<file path="src/logic/monitor_pkg.sv">
// Purpose: shared constants for the pack monitor control bank
// Assumes: 100 MHz clock, 10 us protection tick
// Notes: delay tables are held in microseconds and seconds, converted to 10 us ticks in the bank
package monitor_pkg;
	// register offsets
	localparam logic [7:0] ADDR_STATUS = 8'h00;
	localparam logic [7:0] ADDR_CTRL_ONE = 8'h04;
	localparam logic [7:0] ADDR_CTRL_TWO = 8'h05;
	localparam logic [7:0] ADDR_SHORT_CFG = 8'h06;
	localparam logic [7:0] ADDR_OVERCUR_CFG = 8'h07;
	localparam logic [7:0] ADDR_DELAY_CFG = 8'h08;
	localparam logic [7:0] ADDR_HIGH_TRIP = 8'h09;
	localparam logic [7:0] ADDR_LOW_TRIP = 8'h0A;
	localparam logic [7:0] ADDR_TUNING = 8'h0B;
	// reset values
	localparam logic [7:0] RST_ZERO = 8'h00;
	localparam logic [7:0] RST_DELAY_CFG = 8'h08;
	localparam logic [7:0] RST_HIGH_TRIP = 8'hAC;
	localparam logic [7:0] RST_LOW_TRIP = 8'h97;
	// field positions
	localparam int BIT_LOAD = 7;
	localparam int BIT_ADC_EN = 4;
	localparam int BIT_TSEL = 3;
	localparam int BIT_BYPASS = 7;
	localparam int BIT_CONT = 6;
	localparam int BIT_SHOT = 5;
	localparam int BIT_DSG = 1;
	localparam int BIT_CHG = 0;
	localparam int BIT_RANGE = 7;
	localparam int BIT_FRESH = 7;
	localparam int BIT_LOWF = 3;
	localparam int BIT_HIGHF = 2;
	localparam int BIT_SHORTF = 1;
	localparam int BIT_OCF = 0;
	// write masks of the writable bits
	localparam logic [7:0] MASK_CTRL_ONE = 8'h1F;
	localparam logic [7:0] MASK_SHORT = 8'hBF;
	localparam logic [7:0] MASK_OVERCUR = 8'h7F;
	localparam logic [7:0] MASK_TUNING = 8'h3F;
	localparam logic [7:0] MASK_STATUS = 8'h8F;
	// trip code framing
	localparam logic [1:0] HIGH_TRIP_TOP = 2'h2;
	localparam logic [3:0] HIGH_TRIP_LOW = 4'h8;
	localparam logic [1:0] LOW_TRIP_TOP = 2'h1;
	localparam logic [3:0] LOW_TRIP_LOW = 4'h0;
	// timing
	localparam int CLK_MHZ = 100;
	localparam int TICK_US = 10;
	localparam int TICK_CYCLES_DFLT = TICK_US * CLK_MHZ;
	localparam int CONV_MS = 250;
	localparam int BYPASS_MS = 250;
	localparam int DELAY_W = 21;
	localparam logic [DELAY_W-1:0] CONV_TICKS =
		DELAY_W'(CONV_MS * 1000 / TICK_US);
	localparam logic [DELAY_W-1:0] BYPASS_TICKS =
		DELAY_W'(BYPASS_MS * 1000 / TICK_US);
	localparam int OC_BASE_MS = 10;
	localparam logic [DELAY_W-1:0] OC_BASE_TICKS =
		DELAY_W'(OC_BASE_MS * 1000 / TICK_US);
	localparam int SEC_TICKS = 1000000 / TICK_US;
	typedef logic [DELAY_W-1:0] delay_t;
	typedef logic [7:0] mv_t;
	// short circuit delays in microseconds
	localparam int SHORT_US [4] = '{70, 100, 200, 400};
	// cell fault delays in seconds
	localparam int LOW_S [4] = '{1, 4, 8, 16};
	localparam int HIGH_S [4] = '{1, 2, 4, 8};
	// thresholds in mV, lower and upper range
	localparam mv_t SHORT_LO_MV [8] = '{8'd22, 8'd33, 8'd44, 8'd56,
		8'd67, 8'd78, 8'd89, 8'd100};
	localparam mv_t SHORT_HI_MV [8] = '{8'd44, 8'd67, 8'd89, 8'd111,
		8'd133, 8'd155, 8'd178, 8'd200};
	localparam mv_t OC_LO_MV [16] = '{8'd8, 8'd11, 8'd14, 8'd17,
		8'd19, 8'd22, 8'd25, 8'd28, 8'd31, 8'd33, 8'd36, 8'd39,
		8'd42, 8'd44, 8'd47, 8'd50};
	localparam mv_t OC_HI_MV [16] = '{8'd17, 8'd22, 8'd28, 8'd33,
		8'd39, 8'd44, 8'd50, 8'd56, 8'd61, 8'd67, 8'd72, 8'd78,
		8'd83, 8'd89, 8'd94, 8'd100};
	// shutdown tracker states
	typedef enum logic [1:0]
	{
		SD_IDLE = 2'b00,
		SD_GOT_ZERO = 2'b01,
		SD_GOT_OTHER = 2'b10,
		SD_GOT_ONE = 2'b11
	} sd_state_t;
	localparam logic [1:0] SD_CODE_ZERO = 2'b00;
	localparam logic [1:0] SD_CODE_ONE = 2'b01;
	localparam logic [1:0] SD_CODE_TWO = 2'b10;
	localparam int FAULT_N = 4;
endpackage : monitor_pkg

</file>
<file path="src/logic/fault_timer_if.sv">
// Purpose: carries one protection condition and its delay
// Assumes: single clock domain
// Notes: owner drives condition and limit, timer answers trip
`timescale 1ns/1ps
interface fault_timer_if;
	import monitor_pkg::*;
	logic cond; // raw fault condition, level
	delay_t limit; // delay in ticks
	logic trip; // condition held for the full delay
	modport owner (output cond, output limit, input trip);
	modport timer (input cond, input limit, output trip);
endinterface : fault_timer_if

</file>
<file path="src/logic/fault_timer.sv">
// Purpose: persistence timer for one protection condition
// Assumes: tick is a one-cycle enable pulse
// Notes: trip stays high while the condition stays true
`timescale 1ns/1ps
module fault_timer
	import monitor_pkg::*;
(
	input wire logic clk, // system clock
	input wire logic rst, // async reset, high
	input wire logic tick, // 10 us enable
	fault_timer_if.timer ft // condition in, trip out
);
	delay_t count; // ticks the condition has held

	// count while held, restart the moment it drops
	always_ff @(posedge clk or posedge rst)
	begin
		if (rst)
		begin
			count <= '0;
			ft.trip <= 1'b0;
		end
		else if (!ft.cond)
		begin
			count <= '0;
			ft.trip <= 1'b0;
		end
		else if (tick && !ft.trip)
		begin
			// limit of one tick trips on the first tick after the condition rises
			if (count + delay_t'(1) >= ft.limit)
				ft.trip <= 1'b1;
			count <= count + delay_t'(1);
		end
	end
endmodule : fault_timer

</file>
<file path="src/logic/shutdown_tracker.sv">
// Purpose: watches shutdown bit writes for the sleep sequence
// Assumes: wr is a one-cycle pulse per host write
// Notes: sleep request is sticky until reset
`timescale 1ns/1ps
module shutdown_tracker
	import monitor_pkg::*;
(
	input wire logic clk, // system clock
	input wire logic rst, // async reset, high
	input wire logic wr, // write to the shutdown bits
	input wire logic [1:0] code, // value written
	output logic sleep // enter deep sleep, level
);
	sd_state_t state; // progress through the sequence

	// step on each write, fall back when the order breaks
	always_ff @(posedge clk or posedge rst)
	begin
		if (rst)
		begin
			state <= SD_IDLE;
			sleep <= 1'b0;
		end
		else if (wr)
		begin
			unique case (state)
				SD_IDLE:
					state <= (code == SD_CODE_ZERO) ? SD_GOT_ZERO : SD_IDLE;
				SD_GOT_ZERO:
					// any value but one continues
					state <= (code == SD_CODE_ONE) ? SD_IDLE : SD_GOT_OTHER;
				SD_GOT_OTHER:
					if (code == SD_CODE_ONE)
						state <= SD_GOT_ONE;
					else if (code == SD_CODE_ZERO)
						state <= SD_GOT_OTHER;
					else
						state <= SD_IDLE;
				SD_GOT_ONE:
					if (code == SD_CODE_TWO)
					begin
						sleep <= 1'b1;
						state <= SD_IDLE;
					end
					else if (code == SD_CODE_ZERO)
						state <= SD_GOT_ZERO;
					else
						state <= SD_IDLE;
			endcase
		end
	end
endmodule : shutdown_tracker

</file>
<file path="src/logic/pack_monitor_control_bank.sv">
// Purpose: control and protection register bank of the monitor
// Assumes: host writes arrive as one-cycle strobes from the serial
//          front end; converter codes are on this clock
// Notes: reads return data one cycle after the read strobe
// Notes on behaviour
// - load flag only while charge driver off
// - load flag read-only, clears by itself
// - converter enable gates conversions and high protection
// - thermal select picks die or thermistor results
// - sleep after shutdown writes 00,non-01,01,10
// - bypass uses 250 ms for all protections
// - continuous counting ignores single-shot trigger
// - single shot runs once, clears, sets fresh
// - single shot only when not continuous, not fresh
// - enable bits drive the gate outputs
// - range bit doubles short and overcurrent levels
// - short delay code picks 70 to 400 us
// - short level code picks eight thresholds
// - overcurrent delay is 10 ms times 2^code
// - overcurrent level code picks sixteen thresholds
// - low cell delay 1, 4, 8, 16 s
// - high cell delay 1, 2, 4, 8 s
// - high trip code is 10, bits, 1000
// - low trip code is 01, bits, 0000
// - faults latch, write one clears
`timescale 1ns/1ps
module pack_monitor_control_bank
	import monitor_pkg::*;
#(
	parameter int TICK_CYCLES = TICK_CYCLES_DFLT // clocks per 10 us
)
(
	input wire logic clk, // 100 MHz clock
	input wire logic rst, // async reset, high
	input wire logic reg_wr, // host write strobe
	input wire logic reg_rd, // host read strobe
	input wire logic [7:0] reg_addr, // register offset
	input wire logic [7:0] reg_wdata, // write data
	output logic [7:0] reg_rdata, // read data
	input wire logic load_sense_level, // charge pin above level, async
	input wire logic [7:0] sense_mv, // discharge sense voltage, mV
	input wire logic [13:0] cell_code_max, // highest cell code
	input wire logic [13:0] cell_code_min, // lowest cell code
	input wire logic conv_done, // one-cycle conversion strobe
	input wire logic [13:0] die_temp_code, // die temperature code
	input wire logic [2:0][13:0] therm_code, // thermistor codes
	output logic [2:0][13:0] thermal_result, // stored temperatures
	output logic converter_enable, // run voltage conversions
	output logic counter_running, // coulomb counter active
	output logic charge_gate_output, // charge driver
	output logic discharge_gate_output, // discharge driver
	output logic deep_sleep_state, // power down request
	output logic [5:0] counter_tuning_bits // counter tuning
);
	localparam int TICK_W = $clog2(TICK_CYCLES + 1);

	// register storage
	logic [7:0] ctrl_one; // converter, thermal select, shutdown
	logic [7:0] ctrl_two; // bypass, counter, drivers
	logic [7:0] short_cfg; // range, short delay and level
	logic [7:0] overcur_cfg; // overcurrent delay and level
	logic [7:0] delay_cfg; // cell fault delays
	logic [7:0] high_trip; // high cell trip bits
	logic [7:0] low_trip; // low cell trip bits
	logic [7:0] tuning; // counter tuning
	logic [7:0] status; // sticky flags

	// decoded accesses
	logic wr_ctrl_one; // write to control one
	logic wr_ctrl_two; // write to control two
	logic wr_status; // write to status
	assign wr_ctrl_one = reg_wr && (reg_addr == ADDR_CTRL_ONE);
	assign wr_ctrl_two = reg_wr && (reg_addr == ADDR_CTRL_TWO);
	assign wr_status = reg_wr && (reg_addr == ADDR_STATUS);

	// protection tick divider
	logic [TICK_W-1:0] tick_cnt; // cycles within a tick
	logic tick; // one-cycle 10 us enable

	// free-running divider for all slow timing
	always_ff @(posedge clk or posedge rst)
	begin
		if (rst)
		begin
			tick_cnt <= '0;
			tick <= 1'b0;
		end
		else if (tick_cnt == TICK_W'(TICK_CYCLES - 1))
		begin
			tick_cnt <= '0;
			tick <= 1'b1;
		end
		else
		begin
			tick_cnt <= tick_cnt + TICK_W'(1);
			tick <= 1'b0;
		end
	end

	// load pin synchroniser, three stages
	logic load_s1; // first stage, only read by second
	logic load_s2; // second stage
	logic load_s3; // third stage
	logic load_seen; // filtered level

	// a change counts once stages two and three agree
	always_ff @(posedge clk or posedge rst)
	begin
		if (rst)
		begin
			load_s1 <= 1'b0;
			load_s2 <= 1'b0;
			load_s3 <= 1'b0;
			load_seen <= 1'b0;
		end
		else
		begin
			load_s1 <= load_sense_level;
			load_s2 <= load_s1;
			load_s3 <= load_s2;
			if (load_s2 == load_s3)
				load_seen <= load_s3;
		end
	end

	// load flag computed live, never stored
	logic load_flag; // external load present
	assign load_flag = load_seen && !ctrl_two[BIT_CHG];

	// control one: shutdown bits store as written
	always_ff @(posedge clk or posedge rst)
	begin
		if (rst)
			ctrl_one <= RST_ZERO;
		else if (wr_ctrl_one)
			ctrl_one <= reg_wdata & MASK_CTRL_ONE;
	end

	// single-shot and continuous counting
	logic shot_busy; // a single conversion is in progress
	logic shot_done; // single conversion finished this cycle
	logic conv_end; // any counter conversion finished
	delay_t conv_cnt; // ticks into the current conversion
	logic shot_start; // accept the trigger

	assign shot_start = ctrl_two[BIT_SHOT] && !ctrl_two[BIT_CONT]
		&& !status[BIT_FRESH] && !shot_busy;
	assign conv_end = tick && (conv_cnt == CONV_TICKS - delay_t'(1));
	assign shot_done = shot_busy && conv_end;

	// conversion period counter, 250 ms per result
	always_ff @(posedge clk or posedge rst)
	begin
		if (rst)
			conv_cnt <= '0;
		else if (!(ctrl_two[BIT_CONT] || shot_busy))
			conv_cnt <= '0;
		else if (tick)
			conv_cnt <= conv_end ? '0 : conv_cnt + delay_t'(1);
	end

	always_ff @(posedge clk or posedge rst)
	begin
		if (rst)
			shot_busy <= 1'b0;
		else if (shot_start)
			shot_busy <= 1'b1;
		else if (shot_done || ctrl_two[BIT_CONT])
			shot_busy <= 1'b0;
	end

	// control two; hardware clears the trigger at the end
	always_ff @(posedge clk or posedge rst)
	begin
		if (rst)
			ctrl_two <= RST_ZERO;
		else if (wr_ctrl_two)
			ctrl_two <= reg_wdata;
		else if (shot_done)
			ctrl_two[BIT_SHOT] <= 1'b0;
	end

	// protection and tuning configuration
	always_ff @(posedge clk or posedge rst)
	begin
		if (rst)
		begin
			short_cfg <= RST_ZERO;
			overcur_cfg <= RST_ZERO;
			delay_cfg <= RST_DELAY_CFG;
			high_trip <= RST_HIGH_TRIP;
			low_trip <= RST_LOW_TRIP;
			tuning <= RST_ZERO;
		end
		else if (reg_wr)
		begin
			unique case (reg_addr)
				ADDR_SHORT_CFG: short_cfg <= reg_wdata & MASK_SHORT;
				ADDR_OVERCUR_CFG: overcur_cfg <= reg_wdata & MASK_OVERCUR;
				// host is trusted to keep the low bits at default
				ADDR_DELAY_CFG: delay_cfg <= reg_wdata;
				ADDR_HIGH_TRIP: high_trip <= reg_wdata;
				ADDR_LOW_TRIP: low_trip <= reg_wdata;
				ADDR_TUNING: tuning <= reg_wdata & MASK_TUNING;
				default: ;
			endcase
		end
	end

	// threshold lookup, shared by both current comparators
	function automatic mv_t pick_mv(input logic upper, input mv_t lo,
		input mv_t hi);
		pick_mv = upper ? hi : lo;
	endfunction : pick_mv

	// field views
	logic range_up; // upper sense range
	logic [1:0] short_dly_code; // short_circuit_delay_code
	logic [2:0] short_lvl_code; // short_circuit_level_code
	logic [2:0] oc_dly_code; // overcurrent_delay_code
	logic [3:0] oc_lvl_code; // overcurrent_level_code
	logic [1:0] low_dly_code; // low_cell_delay_code
	logic [1:0] high_dly_code; // high_cell_delay_code
	logic bypass; // fault_delay_bypass
	assign range_up = short_cfg[BIT_RANGE];
	assign short_dly_code = short_cfg[4:3];
	assign short_lvl_code = short_cfg[2:0];
	assign oc_dly_code = overcur_cfg[6:4];
	assign oc_lvl_code = overcur_cfg[3:0];
	assign low_dly_code = delay_cfg[7:6];
	assign high_dly_code = delay_cfg[5:4];
	assign bypass = ctrl_two[BIT_BYPASS];

	// thresholds
	mv_t short_mv; // short circuit level
	mv_t oc_mv; // overcurrent level
	logic [13:0] high_code; // high cell trip code
	logic [13:0] low_code; // low cell trip code
	assign short_mv = pick_mv(range_up, SHORT_LO_MV[short_lvl_code],
		SHORT_HI_MV[short_lvl_code]);
	assign oc_mv = pick_mv(range_up, OC_LO_MV[oc_lvl_code],
		OC_HI_MV[oc_lvl_code]);
	assign high_code = {HIGH_TRIP_TOP, high_trip, HIGH_TRIP_LOW};
	assign low_code = {LOW_TRIP_TOP, low_trip, LOW_TRIP_LOW};

	// programmed delays in ticks
	delay_t dly [FAULT_N]; // per protection, before bypass
	assign dly[BIT_SHORTF] = delay_t'(SHORT_US[short_dly_code] / TICK_US);
	assign dly[BIT_OCF] = OC_BASE_TICKS << oc_dly_code;
	assign dly[BIT_LOWF] = delay_t'(LOW_S[low_dly_code] * SEC_TICKS);
	assign dly[BIT_HIGHF] = delay_t'(HIGH_S[high_dly_code] * SEC_TICKS);

	// raw conditions, indexed like the status bits
	logic [FAULT_N-1:0] cond; // fault present now
	assign cond[BIT_SHORTF] = sense_mv >= short_mv;
	assign cond[BIT_OCF] = sense_mv >= oc_mv;
	assign cond[BIT_HIGHF] = ctrl_one[BIT_ADC_EN]
		&& (cell_code_max > high_code);
	assign cond[BIT_LOWF] = cell_code_min < low_code;

	// one persistence timer per protection
	logic [FAULT_N-1:0] trip; // timer outputs
	logic [FAULT_N-1:0] trip_q; // last cycle's trips
	genvar gi;
	generate
		for (gi = 0; gi < FAULT_N; gi++)
		begin : g_fault
			fault_timer_if ftif ();
			assign ftif.cond = cond[gi];
			assign ftif.limit = bypass ? BYPASS_TICKS : dly[gi];
			assign trip[gi] = ftif.trip;
			fault_timer u_timer (
				.clk(clk),
				.rst(rst),
				.tick(tick),
				.ft(ftif)
			);
		end
	endgenerate

	// edge of each trip so a cleared flag is not reset while held
	always_ff @(posedge clk or posedge rst)
	begin
		if (rst)
			trip_q <= '0;
		else
			trip_q <= trip;
	end

	always_ff @(posedge clk or posedge rst)
	begin
		if (rst)
			status <= RST_ZERO;
		else
		begin
			// set wins over a clear in the same cycle
			status <= ((status & ~(wr_status ? reg_wdata : RST_ZERO))
				| {conv_end, 3'b000, trip & ~trip_q}) & MASK_STATUS;
		end
	end

	logic sleep_req; // tracker result
	shutdown_tracker u_shutdown (
		.clk(clk),
		.rst(rst),
		.wr(wr_ctrl_one),
		.code(reg_wdata[1:0]),
		.sleep(sleep_req)
	);

	always_ff @(posedge clk or posedge rst)
	begin
		if (rst)
			thermal_result <= '0;
		else if (conv_done && ctrl_one[BIT_ADC_EN])
		begin
			for (int i = 0; i < 3; i++)
				thermal_result[i] <= ctrl_one[BIT_TSEL] ? therm_code[i]
					: die_temp_code;
		end
	end

	// registered outputs
	always_ff @(posedge clk or posedge rst)
	begin
		if (rst)
		begin
			converter_enable <= 1'b0;
			counter_running <= 1'b0;
			charge_gate_output <= 1'b0;
			discharge_gate_output <= 1'b0;
			deep_sleep_state <= 1'b0;
			counter_tuning_bits <= '0;
		end
		else
		begin
			converter_enable <= ctrl_one[BIT_ADC_EN];
			counter_running <= ctrl_two[BIT_CONT] || shot_busy;
			charge_gate_output <= ctrl_two[BIT_CHG];
			discharge_gate_output <= ctrl_two[BIT_DSG];
			deep_sleep_state <= sleep_req;
			counter_tuning_bits <= tuning[5:0];
		end
	end

	// read mux; unmapped offsets answer zero
	always_ff @(posedge clk or posedge rst)
	begin
		if (rst)
			reg_rdata <= RST_ZERO;
		else if (reg_rd)
		begin
			unique case (reg_addr)
				ADDR_STATUS: reg_rdata <= status;
				ADDR_CTRL_ONE: reg_rdata <= {load_flag, ctrl_one[6:0]};
				ADDR_CTRL_TWO: reg_rdata <= ctrl_two;
				ADDR_SHORT_CFG: reg_rdata <= short_cfg;
				ADDR_OVERCUR_CFG: reg_rdata <= overcur_cfg;
				ADDR_DELAY_CFG: reg_rdata <= delay_cfg;
				ADDR_HIGH_TRIP: reg_rdata <= high_trip;
				ADDR_LOW_TRIP: reg_rdata <= low_trip;
				ADDR_TUNING: reg_rdata <= tuning;
				default: reg_rdata <= RST_ZERO;
			endcase
		end
	end
endmodule : pack_monitor_control_bank

</file>
<file path="config.mk">
export PLATFORM = sky130hd
export DESIGN_NAME = pack_monitor_control_bank
export DESIGN_NICKNAME = d
export VERILOG_FILES = /design/src/logic/monitor_pkg.sv /design/src/logic/fault_timer_if.sv /design/src/logic/fault_timer.sv /design/src/logic/shutdown_tracker.sv /design/src/logic/pack_monitor_control_bank.sv
export SDC_FILE = /design/constraint.sdc
export NUM_CORES = 1
export LEC_CHECK = 0
export BUFFER_PORTS_ARGS = -buffer_cell sky130_fd_sc_hd__buf_2
export CAP_MARGIN = 5
export CORE_AREA = 2 2 225 139
export CTS_CLUSTER_DIAMETER = 150
export DETAILED_ROUTE_END_ITERATION = 10
export DIE_AREA = 0 0 227 141
export PLACE_DENSITY = 0.73
export SLEW_MARGIN = 40
export SYNTH_ARGS = -nofsm -noshare
export SYNTH_HDL_FRONTEND = slang
export SYNTH_SLANG_ARGS = --single-unit
</file>
<file path="constraint.sdc">
create_clock -name clk -period 8.5 [get_ports clk]
set_input_delay 1.275 -clock clk [delete_from_list [all_inputs] [get_ports clk]]
set_output_delay 1.275 -clock clk [all_outputs]
set_load 0.03 [all_outputs]
</file>
==> flow_summary_export.csv, run 1 <==
group,metric,value,unit
floorplanning,die_height,141,µm
floorplanning,io_pins,175,
logic_synthesis,synth_cell_types,81,
logic_synthesis,synth_edf_count,0,
clock_network,cts_htree_levels,1,
grt,grt_first_pass_wirelength,62800,µm
placed_design,dp_hpwl,27900,µm
timing,rsz0062_at_grt,"false",
floorplanning,fp.coreArea,30300,µm²
clock_network,cts-root-buf,"clkbuf_16",
worst_hold_path,whs_path_depth,0,
clock_network,ctsHoldBuffers,0,
worst_setup_path,path_max_fanout,8,
worst_setup_path,crit_top_cell,"ha_1",
logic_synthesis,ys_warn_count,0,
worst_setup_path,crit_type,"reg -> reg",
clock_network,cts_buffers,26,
placed_design,pre_cts_ws,4220,ps
worst_hold_path,hold_path.class,"reg -> reg",
timing,tightestPinTransition,833,ps
finish,fill_cells,2600,
finish,finalNonFillerCells,2294,
grt,overflow,0,
worst_setup_path,slowest_delay,630,ps
power,leakagePower,8.40,nW
power,finalPower,3.29,mW
clock_network,clk_pin_slew_worst_paths,60,ps
detailed_routing,drt_iter0_markers,1040,
finish,multi_input_area,9010,µm²
timing,finalMaxSlewViolations,0,
status,status,"complete, no violations",
finish,fin_nets,2100,
clock_network,cts_sinks,255,
finish,drive_above_1_share,17.0,%
timing,finClkSkew,10.7,ps
run,max_cap_violations,0,
detailed_routing,wire_per_inst,16.9,µm
detailed_routing,dr_total_vias,12800,
logic_synthesis,ys_seq_area_share,40.1,%
logic_synthesis,syn_nets,1975,
timing,hold_viol,0,
placed_design,gp_congestion,0.879,
detailed_routing,drtPass1Iterations,7,
power,ir_drop,0.135,mV
floorplanning,dieArea,32000,µm²
worst_setup_path,cp.required,8900,ps
clock_network,cts_resized,0,
logic_synthesis,ys_ff_latch,255,
timing,fin_crit,4390,ps
timing,finalSetupViolCount,0,
timing,slew_headroom,44.5,%
detailed_routing,ant_nets,0,
logic_synthesis,synthesis.area,15900,µm²
worst_setup_path,r2r_cells,18,
floorplanning,start_util,52.6,%
worst_setup_path,rr_startpoint,"delay_cfg[5]",
worst_hold_path,hp-start,"load_s1",
worst_setup_path,worst_setup_path_end_kind,"register",
detailed_routing,via_per_inst,5.58,
worst_setup_path,r2r_setup_slack,4110,ps
grt,grt_max_degree,133,
logic_synthesis,ys.flop_type,"dfrtp_1",
worst_setup_path,critPathLaunchType,"register",
detailed_routing,routed_wirelength,38700,µm
worst_setup_path,reg2reg_to,"g_fault[2].u_timer.ft.trip",
placed_design,io_buffers,170,
clock_network,clk_latency,550,ps
clock_network,post-cts-setup-buffer-count,0,
clock_network,cts_tree,"yes",
timing,period_share,51.7,%
detailed_routing,remaining_drc_errors,0,
floorplanning,std_cell_rows,50,
clock_network,cts_buffer_depth,3,
timing,fmax,228,MHz
worst_setup_path,cp_slowest_cell,"a2111oi_0",
finish,seqCellArea,6400,µm²
grt,grt_pass1_vias,12200,
worst_setup_path,arrival,4790,ps
finish,area.growth.synth_to_final,13.4,%
logic_synthesis,syn_area_per_cell,9.21,µm²
power,power_density,182,nW/µm²
placed_design,place_inst,2243,
timing,fin_ws,4110,ps
grt,antenna_found_initial,3,
logic_synthesis,synth_cells,1730,
floorplanning,die_w,227,µm
logic_synthesis,synthArstFlopShare,100,%
finish,final_util,59.7,%
worst_hold_path,hold-path-endpoint,"load_s2",
timing,fin_setup_tns,0,ps
worst_setup_path,crit_chain,"inv_1 -> ha_1 -> and2_1 -> ha_1 -> ha_1 -> and2_1 -> ha_1 -> and4_1 -> a21oi_1 -> o211ai_1 -> nand2_1 -> xnor2_1 -> nand2_1 -> ha_1 -> a21o_1 -> a21o_1 -> a2111oi_0 -> a311oi_1",
grt,grt_usage,24.1,%
==> worst max path at each step <==
| stage | start | to | slack, ps | cells after the start |
|---|---|---|---|---|
| global route | delay_cfg[6] | g_fault[3].u_timer.ft.trip | 3850 | 16 |
| floorplan | rst | charge_gate_output | 230 | 1 |
| detailed placement | delay_cfg[5] | g_fault[2].u_timer.ft.trip | 4220 | 18 |
| CTS | delay_cfg[6] | g_fault[3].u_timer.ft.trip | 4180 | 16 |
| global placement | delay_cfg[5] | g_fault[2].u_timer.ft.trip | 4230 | 18 |
| finish | delay_cfg[5] | g_fault[2].u_timer.ft.trip | 4110 | 18 |
==> power by group <==
| part | internal, mW | total (mW) | switching [mW] |
|---|---|---|---|
| clock network | 0.769 | 1.26 | 0.495 |
| registers | 1.32 | 1.39 | 0.0692 |
| logic | 0.201 | 0.633 | 0.432 |
| total | 2.29 | 3.29 | 0.996 |
==> synthesized netlist by cell type (4+ instances only) <==
cell	count	area [µm²]
a2111oi_0	6	52.6
buf_1	14	52.6
inv_1	63	236
o21a_1	7	52.6
clkbuf_1	54	203
and4_1	4	35.0
nor2_1	247	927
nor3b_1	6	45.0
a211o_1	4	35.0
o22ai_1	11	68.8
buf_2	11	55.1
nor3_1	30	150
nor4_1	11	68.8
nand2b_1	10	62.6
or2_2	6	37.5
xor2_1	88	771
and2_1	11	68.8
dfstp_2	10	263
mux2_2	37	417
a31oi_1	7	43.8
nand2_1	154	578
nand3_1	68	340
o21ai_0	67	335
a211oi_1	10	75.1
mux2i_1	9	90.1
dfrtp_1	245	6130
xnor2_1	92	806
nand4_1	29	181
nor2b_1	30	188
o211ai_1	7	52.6
or3_1	9	56.3
a21o_1	9	67.6
o31ai_1	6	45.0
and3_1	16	100
a22o_1	6	52.6
mux4_2	13	293
a21oi_1	132	661
ha_1	130	1630
==> state kept, by name, summed over array words and instances (netlist names), 7 cells and up <==
| name | count |
|---|---|
| ctrl_two | 8 |
| short_cfg | 7 |
| delay_cfg | 8 |
| tick_cnt | 10 |
| high_trip | 8 |
| overcur_cfg | 7 |
| reg_rdata | 8 |
| conv_cnt | 21 |
| thermal_result | 42 |
| g_fault.u_timer.count | 84 |
| low_trip | 8 |
==> per-stage QoR <==
| stage | cell area (µm²) | hold slack, ps |
|---|---|---|
| 2_1_floorplan | 15900 | 331 |
| 3_3_place_gp | 17100 | 339 |
| 3_5_place_dp | 17100 | 335 |
| 4_1_cts | 18000 | 348 |
| 5_1_grt | 18100 | 376 |
| 6_report | 18100 | 348 |
==> cell families after synthesis <==
group | Yosys count | synth area share [%]
compound gates | 297 | 11.0
buf+inv | 147 | 3.67
fa+ha+maj | 133 | 10.5
mux | 59 | 5.02
simple gates | 659 | 19.8
xor+xnor | 180 | 9.89
flops | 255 | 40.1
==> final cells by class <==
type	count	area share (%)
antenna	3	0.0416
clock buffer	38	4.19
clock inverter	10	1.01
inverter	64	1.40
multi-input combinational	1328	49.9
sequential	255	35.4
tap	416	2.88
timing repair buffer	180	5.19
==> layout by cell type (no fill, tap or decap), types with 62 or more instances in the layout <==
cell	n
o21ai_0	66
dfrtp_1	244
nand2_1	154
xor2_1	88
inv_1	62
nor2_1	247
xnor2_1	92
nand3_1	67
ha_1	130
a21oi_1	132
buf_2	170
==> layer usage <==
metal	vias up	GRT usage (%)	share of wire (%)
met5	-	0	0
met4	0	4.88	1.2
met3	31	3.88	6.1
met2	328	36.5	44
met1	6196	36.6	49
li1	6250	-	-
==> worst max-delay path, delay by kind of cell (launching register included) <==
family                   cells  cell delay (ps)
adder cells (fa/ha/maj)      5             1390
AO/OA/AOI/OAI                6             1420
buffers and inverters        1              110
flip-flops                   1              460
XOR/XNOR                     1              120
AND/OR/NAND/NOR              5              740
Power figures use the tool's default switching activity.
==> inputs of run 2 (changes only) <==
--- a/config.mk
+++ b/config.mk
@@ -7,11 +7,11 @@
 export LEC_CHECK = 0
 export BUFFER_PORTS_ARGS = -buffer_cell sky130_fd_sc_hd__buf_2
 export CAP_MARGIN = 5
-export CORE_AREA = 2 2 225 139
+export CORE_AREA = 2 2 214 132
 export CTS_CLUSTER_DIAMETER = 150
 export DETAILED_ROUTE_END_ITERATION = 10
-export DIE_AREA = 0 0 227 141
-export PLACE_DENSITY = 0.73
+export DIE_AREA = 0 0 216 134
+export PLACE_DENSITY = 0.77
 export SLEW_MARGIN = 40
 export SYNTH_ARGS = -nofsm -noshare
 export SYNTH_HDL_FRONTEND = slang
==> constraint.sdc (replaced) <==
create_clock -name clk -period 4.6 [get_ports clk]
set_input_delay 0.69 -clock clk [delete_from_list [all_inputs] [get_ports clk]]
set_output_delay 0.69 -clock clk [all_outputs]
set_load 0.03 [all_outputs]
==> run 2 against run 1 <==
Against the previous run: highest routed layer is now met5; critical path depth did not move; routed wire length is 2.4% higher; clock power increased by 57%; sequential share of layout area increased by 0.44 points; critical endpoint unchanged; maximum frequency up 1.6%; global-route usage up 3.1 points; worst setup slack worse by 3800 ps; via count up 2.4%; utilization is 6.3 points higher; largest power group unchanged; hold slack got worse by 150 ps.
==> flow_summary_export.csv, run 2 (synthesis results as in run 1) <==
group,metric,value,unit
status,status,"complete, no violations",
power,power_density,322,nW/µm²
floorplanning,std_cell_rows,47,
clock_network,clk_pin_slew_worst_paths,60,ps
detailed_routing,ant_nets,0,
grt,grt_usage,27.3,%
timing,fmax,231,MHz
power,p_int,3.91,mW
detailed_routing,routed_wirelength,39600,µm
power,swShare,31.9,%
timing,fin_crit,4320,ps
finish,final_cell_mix,"nor2_1 (247), dfrtp_1 (243), buf_2 (170)",
worst_setup_path,r2r_cells,18,
finish,top_regs,"g_fault.u_timer.count: 84 flops, thermal_result: 42 flops, conv_cnt: 21 flops",
placed_design,gp_congestion,0.898,
clock_network,cts_resized,0,
finish,final_common_cell,"nor2_1",
timing,slew_headroom,36.9,%
worst_setup_path,path_max_fanout,8,
power,clkPwrFrac,34.6,%
clock_network,cts-root-buf,"clkbuf_16",
grt,grt_max_degree,126,
detailed_routing,drtPass1Iterations,7,
floorplanning,io_pins,175,
finish,fill_cells,2162,
grt,grt_first_pass_wirelength,64200,µm
floorplanning,die_w,216,µm
worst_hold_path,hold_path.class,"in -> async",
clock_network,cts_sinks,255,
finish,multi_input_area,9000,µm²
detailed_routing,remaining_drc_errors,0,
finish,seqCellArea,6400,µm²
worst_setup_path,rr_startpoint,"delay_cfg[5]",
timing,hold_viol,0,
timing,fin_setup_tns,0,ps
floorplanning,dieArea,28900,µm²
floorplanning,die_height,134,µm
worst_setup_path,arrival,4720,ps
timing,period_share,93.9,%
clock_network,post-cts-setup-buffer-count,0,
clock_network,ctsHoldBuffers,0,
timing,finalMaxSlewViolations,0,
finish,largest_register_ff_count,84,
timing,finalSetupViolCount,0,
floorplanning,start_util,58.9,%
worst_setup_path,reg2reg_to,"g_fault[2].u_timer.ft.trip",
finish,top_register,"g_fault.u_timer.count",
clock_network,clk_latency,550,ps
finish,drive_above_1_share,17.1,%
grt,overflow,0,
worst_setup_path,worst_setup_path_end_kind,"register",
power,seq_power_share,44.9,%
finish,fin_nets,2102,
placed_design,dp_hpwl,28900,µm
clock_network,cts_tree,"yes",
worst_setup_path,r2r_setup_slack,280,ps
power,ir_drop,0.258,mV
finish,antenna_cells,0,
power,combPwrFrac,20.5,%
finish,area.growth.synth_to_final,12.0,%
grt,grt_pass1_vias,12500,
worst_setup_path,crit_type,"reg -> reg",
run,max_cap_violations,0,
floorplanning,fp.coreArea,27100,µm²
timing,rsz0062_at_grt,"false",
power,switchingPower,1.83,mW
grt,antenna_found_initial,1,
clock_network,cts_htree_levels,1,
clock_network,cts_buffer_depth,3,
detailed_routing,wire_per_inst,17.7,µm
worst_setup_path,cp.required,5000,ps
worst_setup_path,critPathLaunchType,"register",
clock_network,cts_buffers,25,
placed_design,io_buffers,170,
timing,tightestPinTransition,938,ps
timing,whs,198,ps
detailed_routing,via_per_inst,5.85,
detailed_routing,drt_iter0_markers,1309,
detailed_routing,dr_total_vias,13100,
timing,finClkSkew,17.0,ps
power,leakagePower,8.35,nW
[run 2: cell types whose count changed in the layout (fill, tap and decap cells not counted), moves of 2 or more]
cell and change:
clkbuf_8 +2, clkinv_2 +5, bufinv_16 -5, clkbuf_1 -3, clkbuf_16 -2, clkinvlp_4 -2
diode_2 -3, buf_4 +2
[run 2: worst max-delay path by stage]
stage / startpoint / to / slack, ps / depth (start not counted)
2_1_floorplan: rst / charge_gate_output / 560 / 1
4_1_cts: delay_cfg[5] / g_fault[2].u_timer.ft.trip / 320 / 18
3_3_place_gp: delay_cfg[5] / g_fault[2].u_timer.ft.trip / 470 / 18
6_report: delay_cfg[5] / g_fault[2].u_timer.ft.trip / 280 / 18
5_1_grt: delay_cfg[5] / g_fault[2].u_timer.ft.trip / 30 / 18
3_5_place_dp: delay_cfg[5] / g_fault[2].u_timer.ft.trip / 340 / 18
[run 2: per-stage QoR]
step	power [mW]	area (µm²)	setup slack (ps)	utilization [%]	cells
after global placement	3.75	17000	472	63.0	2197
after CTS	5.77	17800	319	66.0	2241
after detailed placement	3.79	17100	342	63.1	2197
after global routing	5.99	17800	26.1	66.0	2241
after floorplan	3.38	15900	561	-	1730
final	5.74	17800	280	66.0	2241
[run 2: layout make-up]
cell class,count,area share [%]
clock inverter,9,0.294
tap,367,2.57
inverter,64,1.37
timing repair buffer,183,5.45
multi-input combinational,1328,50.4
sequential,255,35.8
clock buffer,35,4.05
[run 2: metal layers]
| layer | track usage (%) | vias up | share of wire [%] |
|---|---|---|---|
| met2 | 40.1 | 481 | 42 |
| met4 | 7.23 | 2 | 2.2 |
| li1 | - | 6234 | - |
| met5 | 0 | - | 0.023 |
| met1 | 41.4 | 6328 | 48 |
| met3 | 5.08 | 66 | 7.7 |
[run 2: worst max-delay path: stages, from the launching register on]
cell and delay (ps):
dfrtp_1 460, inv_1 120, ha_1 330, and2_1 220, ha_1 270, ha_1 180
and2_1 150, ha_1 350, and4_1 200, a21oi_1 160, o211ai_1 150, nand2_1 130
xnor2_1 140, nand2_1 90, ha_1 310, a21o_1 180, a21o_1 170, a2111oi_0 400
a311oi_1 150
[run 2: power groups by stage]
| stage | sequential, mW | combinational (mW) | clock (mW) |
|---|---|---|---|
| 4_1_cts | 2.57 | 1.18 | 2.02 |
| 5_1_grt | 2.60 | 1.28 | 2.11 |
| 3_5_place_dp | 2.61 | 1.17 | 0 |
| 3_3_place_gp | 2.60 | 1.14 | 0 |
| 2_1_floorplan | 2.89 | 0.492 | 0 |
| 6_report | 2.58 | 1.18 | 1.98 |
==> inputs of run 3 (changes only) <==
--- a/config.mk
+++ b/config.mk
@@ -16,3 +16,4 @@
 export SYNTH_ARGS = -nofsm -noshare
 export SYNTH_HDL_FRONTEND = slang
 export SYNTH_SLANG_ARGS = --single-unit
+export TNS_END_PERCENT = 100
==> constraint.sdc (replaced) <==
create_clock -name clk -period 4.84 [get_ports clk]
set_input_delay 0.726 -clock clk [delete_from_list [all_inputs] [get_ports clk]]
set_output_delay 0.726 -clock clk [all_outputs]
set_load 0.03 [all_outputs]
==> run 3 against run 2 <==
Against the previous run: utilization grew 0.46 points; combinational power shrank 5%; hold slack gained 130 ps; via count shrank 1.1%; final cell count grew 0.27%; non-clock buffer count shrank 1; power shrank 2.1%; count of clock-buffer cells in the layout shrank 1; critical path type unchanged; largest cell class unchanged.
==> flow_summary_export.csv, run 3 (synthesis results as in run 1) <==
group,metric,value,unit
timing,fin_crit,4300,ps
floorplanning,start_util,58.9,%
timing,fin_setup_tns,0,ps
worst_setup_path,cp_slowest_cell,"dfrtp_1",
finish,fin_nets,2102,
grt,overflow,0,
timing,fmax,233,MHz
floorplanning,fp.coreArea,27100,µm²
worst_setup_path,critPathLaunchType,"register",
worst_setup_path,arrival,4690,ps
worst_hold_path,hp-start,"load_sense_level",
clock_network,cts_tree,"yes",
floorplanning,dieArea,28900,µm²
timing,finClkSkew,9.14,ps
detailed_routing,wire_per_inst,17.4,µm
worst_setup_path,crit_chain,"inv_1 -> ha_1 -> and2_1 -> ha_1 -> ha_1 -> and2_1 -> ha_1 -> and4_1 -> a21oi_1 -> o211ai_1 -> nand2_1 -> xnor2_1 -> nand2_1 -> ha_1 -> a21o_1 -> a21o_1 -> a2111oi_0 -> a311oi_1",
clock_network,cts_buffer_depth,3,
worst_setup_path,worst_setup_path_end_kind,"register",
clock_network,post-cts-setup-buffer-count,0,
floorplanning,die_height,134,µm
finish,largest_register_ff_count,84,
worst_hold_path,hold_path.class,"in -> reg",
run,max_cap_violations,0,
grt,grt_first_pass_wirelength,63500,µm
timing,finalSetupViolCount,0,
status,status,"complete, no violations",
floorplanning,io_pins,175,
finish,final_cell_mix,"nor2_1 (247), dfrtp_1 (244), buf_2 (170)",
finish,drive_above_1_share,17.4,%
worst_setup_path,r2r_setup_slack,540,ps
detailed_routing,met3_length,2980,µm
placed_design,placed_area,17100,µm²
detailed_routing,remaining_drc_errors,0,
finish,final_common_cell,"nor2_1",
detailed_routing,via_per_inst,5.77,
worst_hold_path,whs_path_depth,1,
power,swShare,31.0,%
detailed_routing,ant_nets,0,
finish,top_register,"g_fault.u_timer.count",
timing,hold_viol,0,
worst_setup_path,r2r_cells,18,
finish,fill_cells,2166,
placed_design,gp_congestion,0.909,
grt,grt_max_degree,137,
clock_network,cts-root-buf,"clkbuf_16",
worst_setup_path,crit_top_cell,"ha_1",
detailed_routing,wl_met1,18700,µm
finish,top_regs,"g_fault.u_timer.count: 84 flops, thermal_result: 42 flops, conv_cnt: 21 flops",
clock_network,cts_sinks,255,
power,leakagePower,8.39,nW
floorplanning,die_w,216,µm
worst_hold_path,hold-path-endpoint,"load_s1",
grt,grt_pass1_vias,12100,
grt,grt_usage,27.0,%
timing,slew_headroom,45.0,%
detailed_routing,drtPass1Iterations,5,
worst_setup_path,reg2reg_to,"g_fault[2].u_timer.ft.trip",
power,combPwrFrac,19.9,%
detailed_routing,drt_iter0_markers,1159,
worst_setup_path,cp.required,5230,ps
timing,rsz0062_at_grt,"false",
power,p_int,3.88,mW
power,clkPwrFrac,36.6,%
detailed_routing,routed_wirelength,39100,µm
power,switchingPower,1.74,mW
detailed_routing,met2_length,16700,µm
worst_setup_path,slowest_delay,470,ps
power,power_density,313,nW/µm²
clock_network,clk_latency,540,ps
clock_network,cts_resized,0,
worst_setup_path,path_max_fanout,8,
detailed_routing,dr_total_vias,13000,
clock_network,cts_htree_levels,1,
placed_design,io_buffers,170,
floorplanning,std_cell_rows,47,
finish,design_area,18000,µm²
timing,tightestPinTransition,817,ps
worst_setup_path,crit_type,"reg -> reg",
finish,area.growth.synth_to_final,12.8,%
power,seq_power_share,43.5,%
detailed_routing,maxUsedRoutingLayer,"met5",
placed_design,dp_hpwl,28900,µm
grt,antenna_found_initial,4,
clock_network,cts_buffers,26,
worst_setup_path,rr_startpoint,"delay_cfg[5]",
clock_network,ctsHoldBuffers,0,
clock_network,clk_pin_slew_worst_paths,60,ps
timing,period_share,88.8,%
timing,finalMaxSlewViolations,0,
power,ir_drop,0.258,mV
-- run 3: cell type report --
type,instances,area (µm²),share of cell area (%)
Clock inverter,14,133,0.738
Clock buffer,34,752,4.18
Inverter,64,244,1.36
Timing Repair Buffer,182,966,5.37
Antenna cell,3,7.51,0.0418
Tap cell,367,459,2.55
Multi-Input combinational cell,1328,9010,50.2
Sequential cell,255,6400,35.6
-- run 3: layer usage --
metal / vias up / GRT usage (%)
li1: 6224 / -
met4: 2 / 6.05
met1: 6249 / 41.0
met5: - / 0
met3: 56 / 5.44
met2: 439 / 40.0
-- run 3: critical path, delay by kind of cell, from the launching register on --
family | cells | cell delay [ps]
XOR/XNOR | 1 | 120
buffers and inverters | 1 | 120
adder cells (fa/ha/maj) | 5 | 1420
AO/OA/AOI/OAI | 6 | 1260
flip-flops | 1 | 470
AND/OR/NAND/NOR | 5 | 760
-- run 3: how the worst max path moves through the flow --
stage / start / to / slack [ps] / cells after the start
floorplan: rst / charge_gate_output / 760 / 1
global placement: delay_cfg[5] / g_fault[2].u_timer.ft.trip / 720 / 18
detailed placement: delay_cfg[5] / g_fault[2].u_timer.ft.trip / 660 / 18
CTS: delay_cfg[5] / g_fault[2].u_timer.ft.trip / 630 / 18
global route: delay_cfg[5] / g_fault[2].u_timer.ft.trip / 270 / 18
finish: delay_cfg[5] / g_fault[2].u_timer.ft.trip / 540 / 18
-- run 3: power groups by stage --
stage	Sequential (mW)	Clock, mW	Combinational (mW)
4_1_cts	2.44	2.10	1.12
3_3_place_gp	2.47	0	1.09
3_5_place_dp	2.48	0	1.12
5_1_grt	2.46	2.18	1.22
6_report	2.44	2.06	1.12
2_1_floorplan	2.75	0	0.468
-- run 3: through the flow --
step | power (mW) | cells | worst slack, ps | utilization (%) | hold slack, ps
3_3_place_gp | 3.56 | 2196 | 718 | 63.0 | 334
2_1_floorplan | 3.22 | 1730 | 765 | - | 331
5_1_grt | 5.86 | 2246 | 267 | 66.4 | 311
6_report | 5.62 | 2247 | 542 | 66.4 | 331
3_5_place_dp | 3.60 | 2196 | 662 | 63.1 | 347
4_1_cts | 5.66 | 2244 | 634 | 66.3 | 301
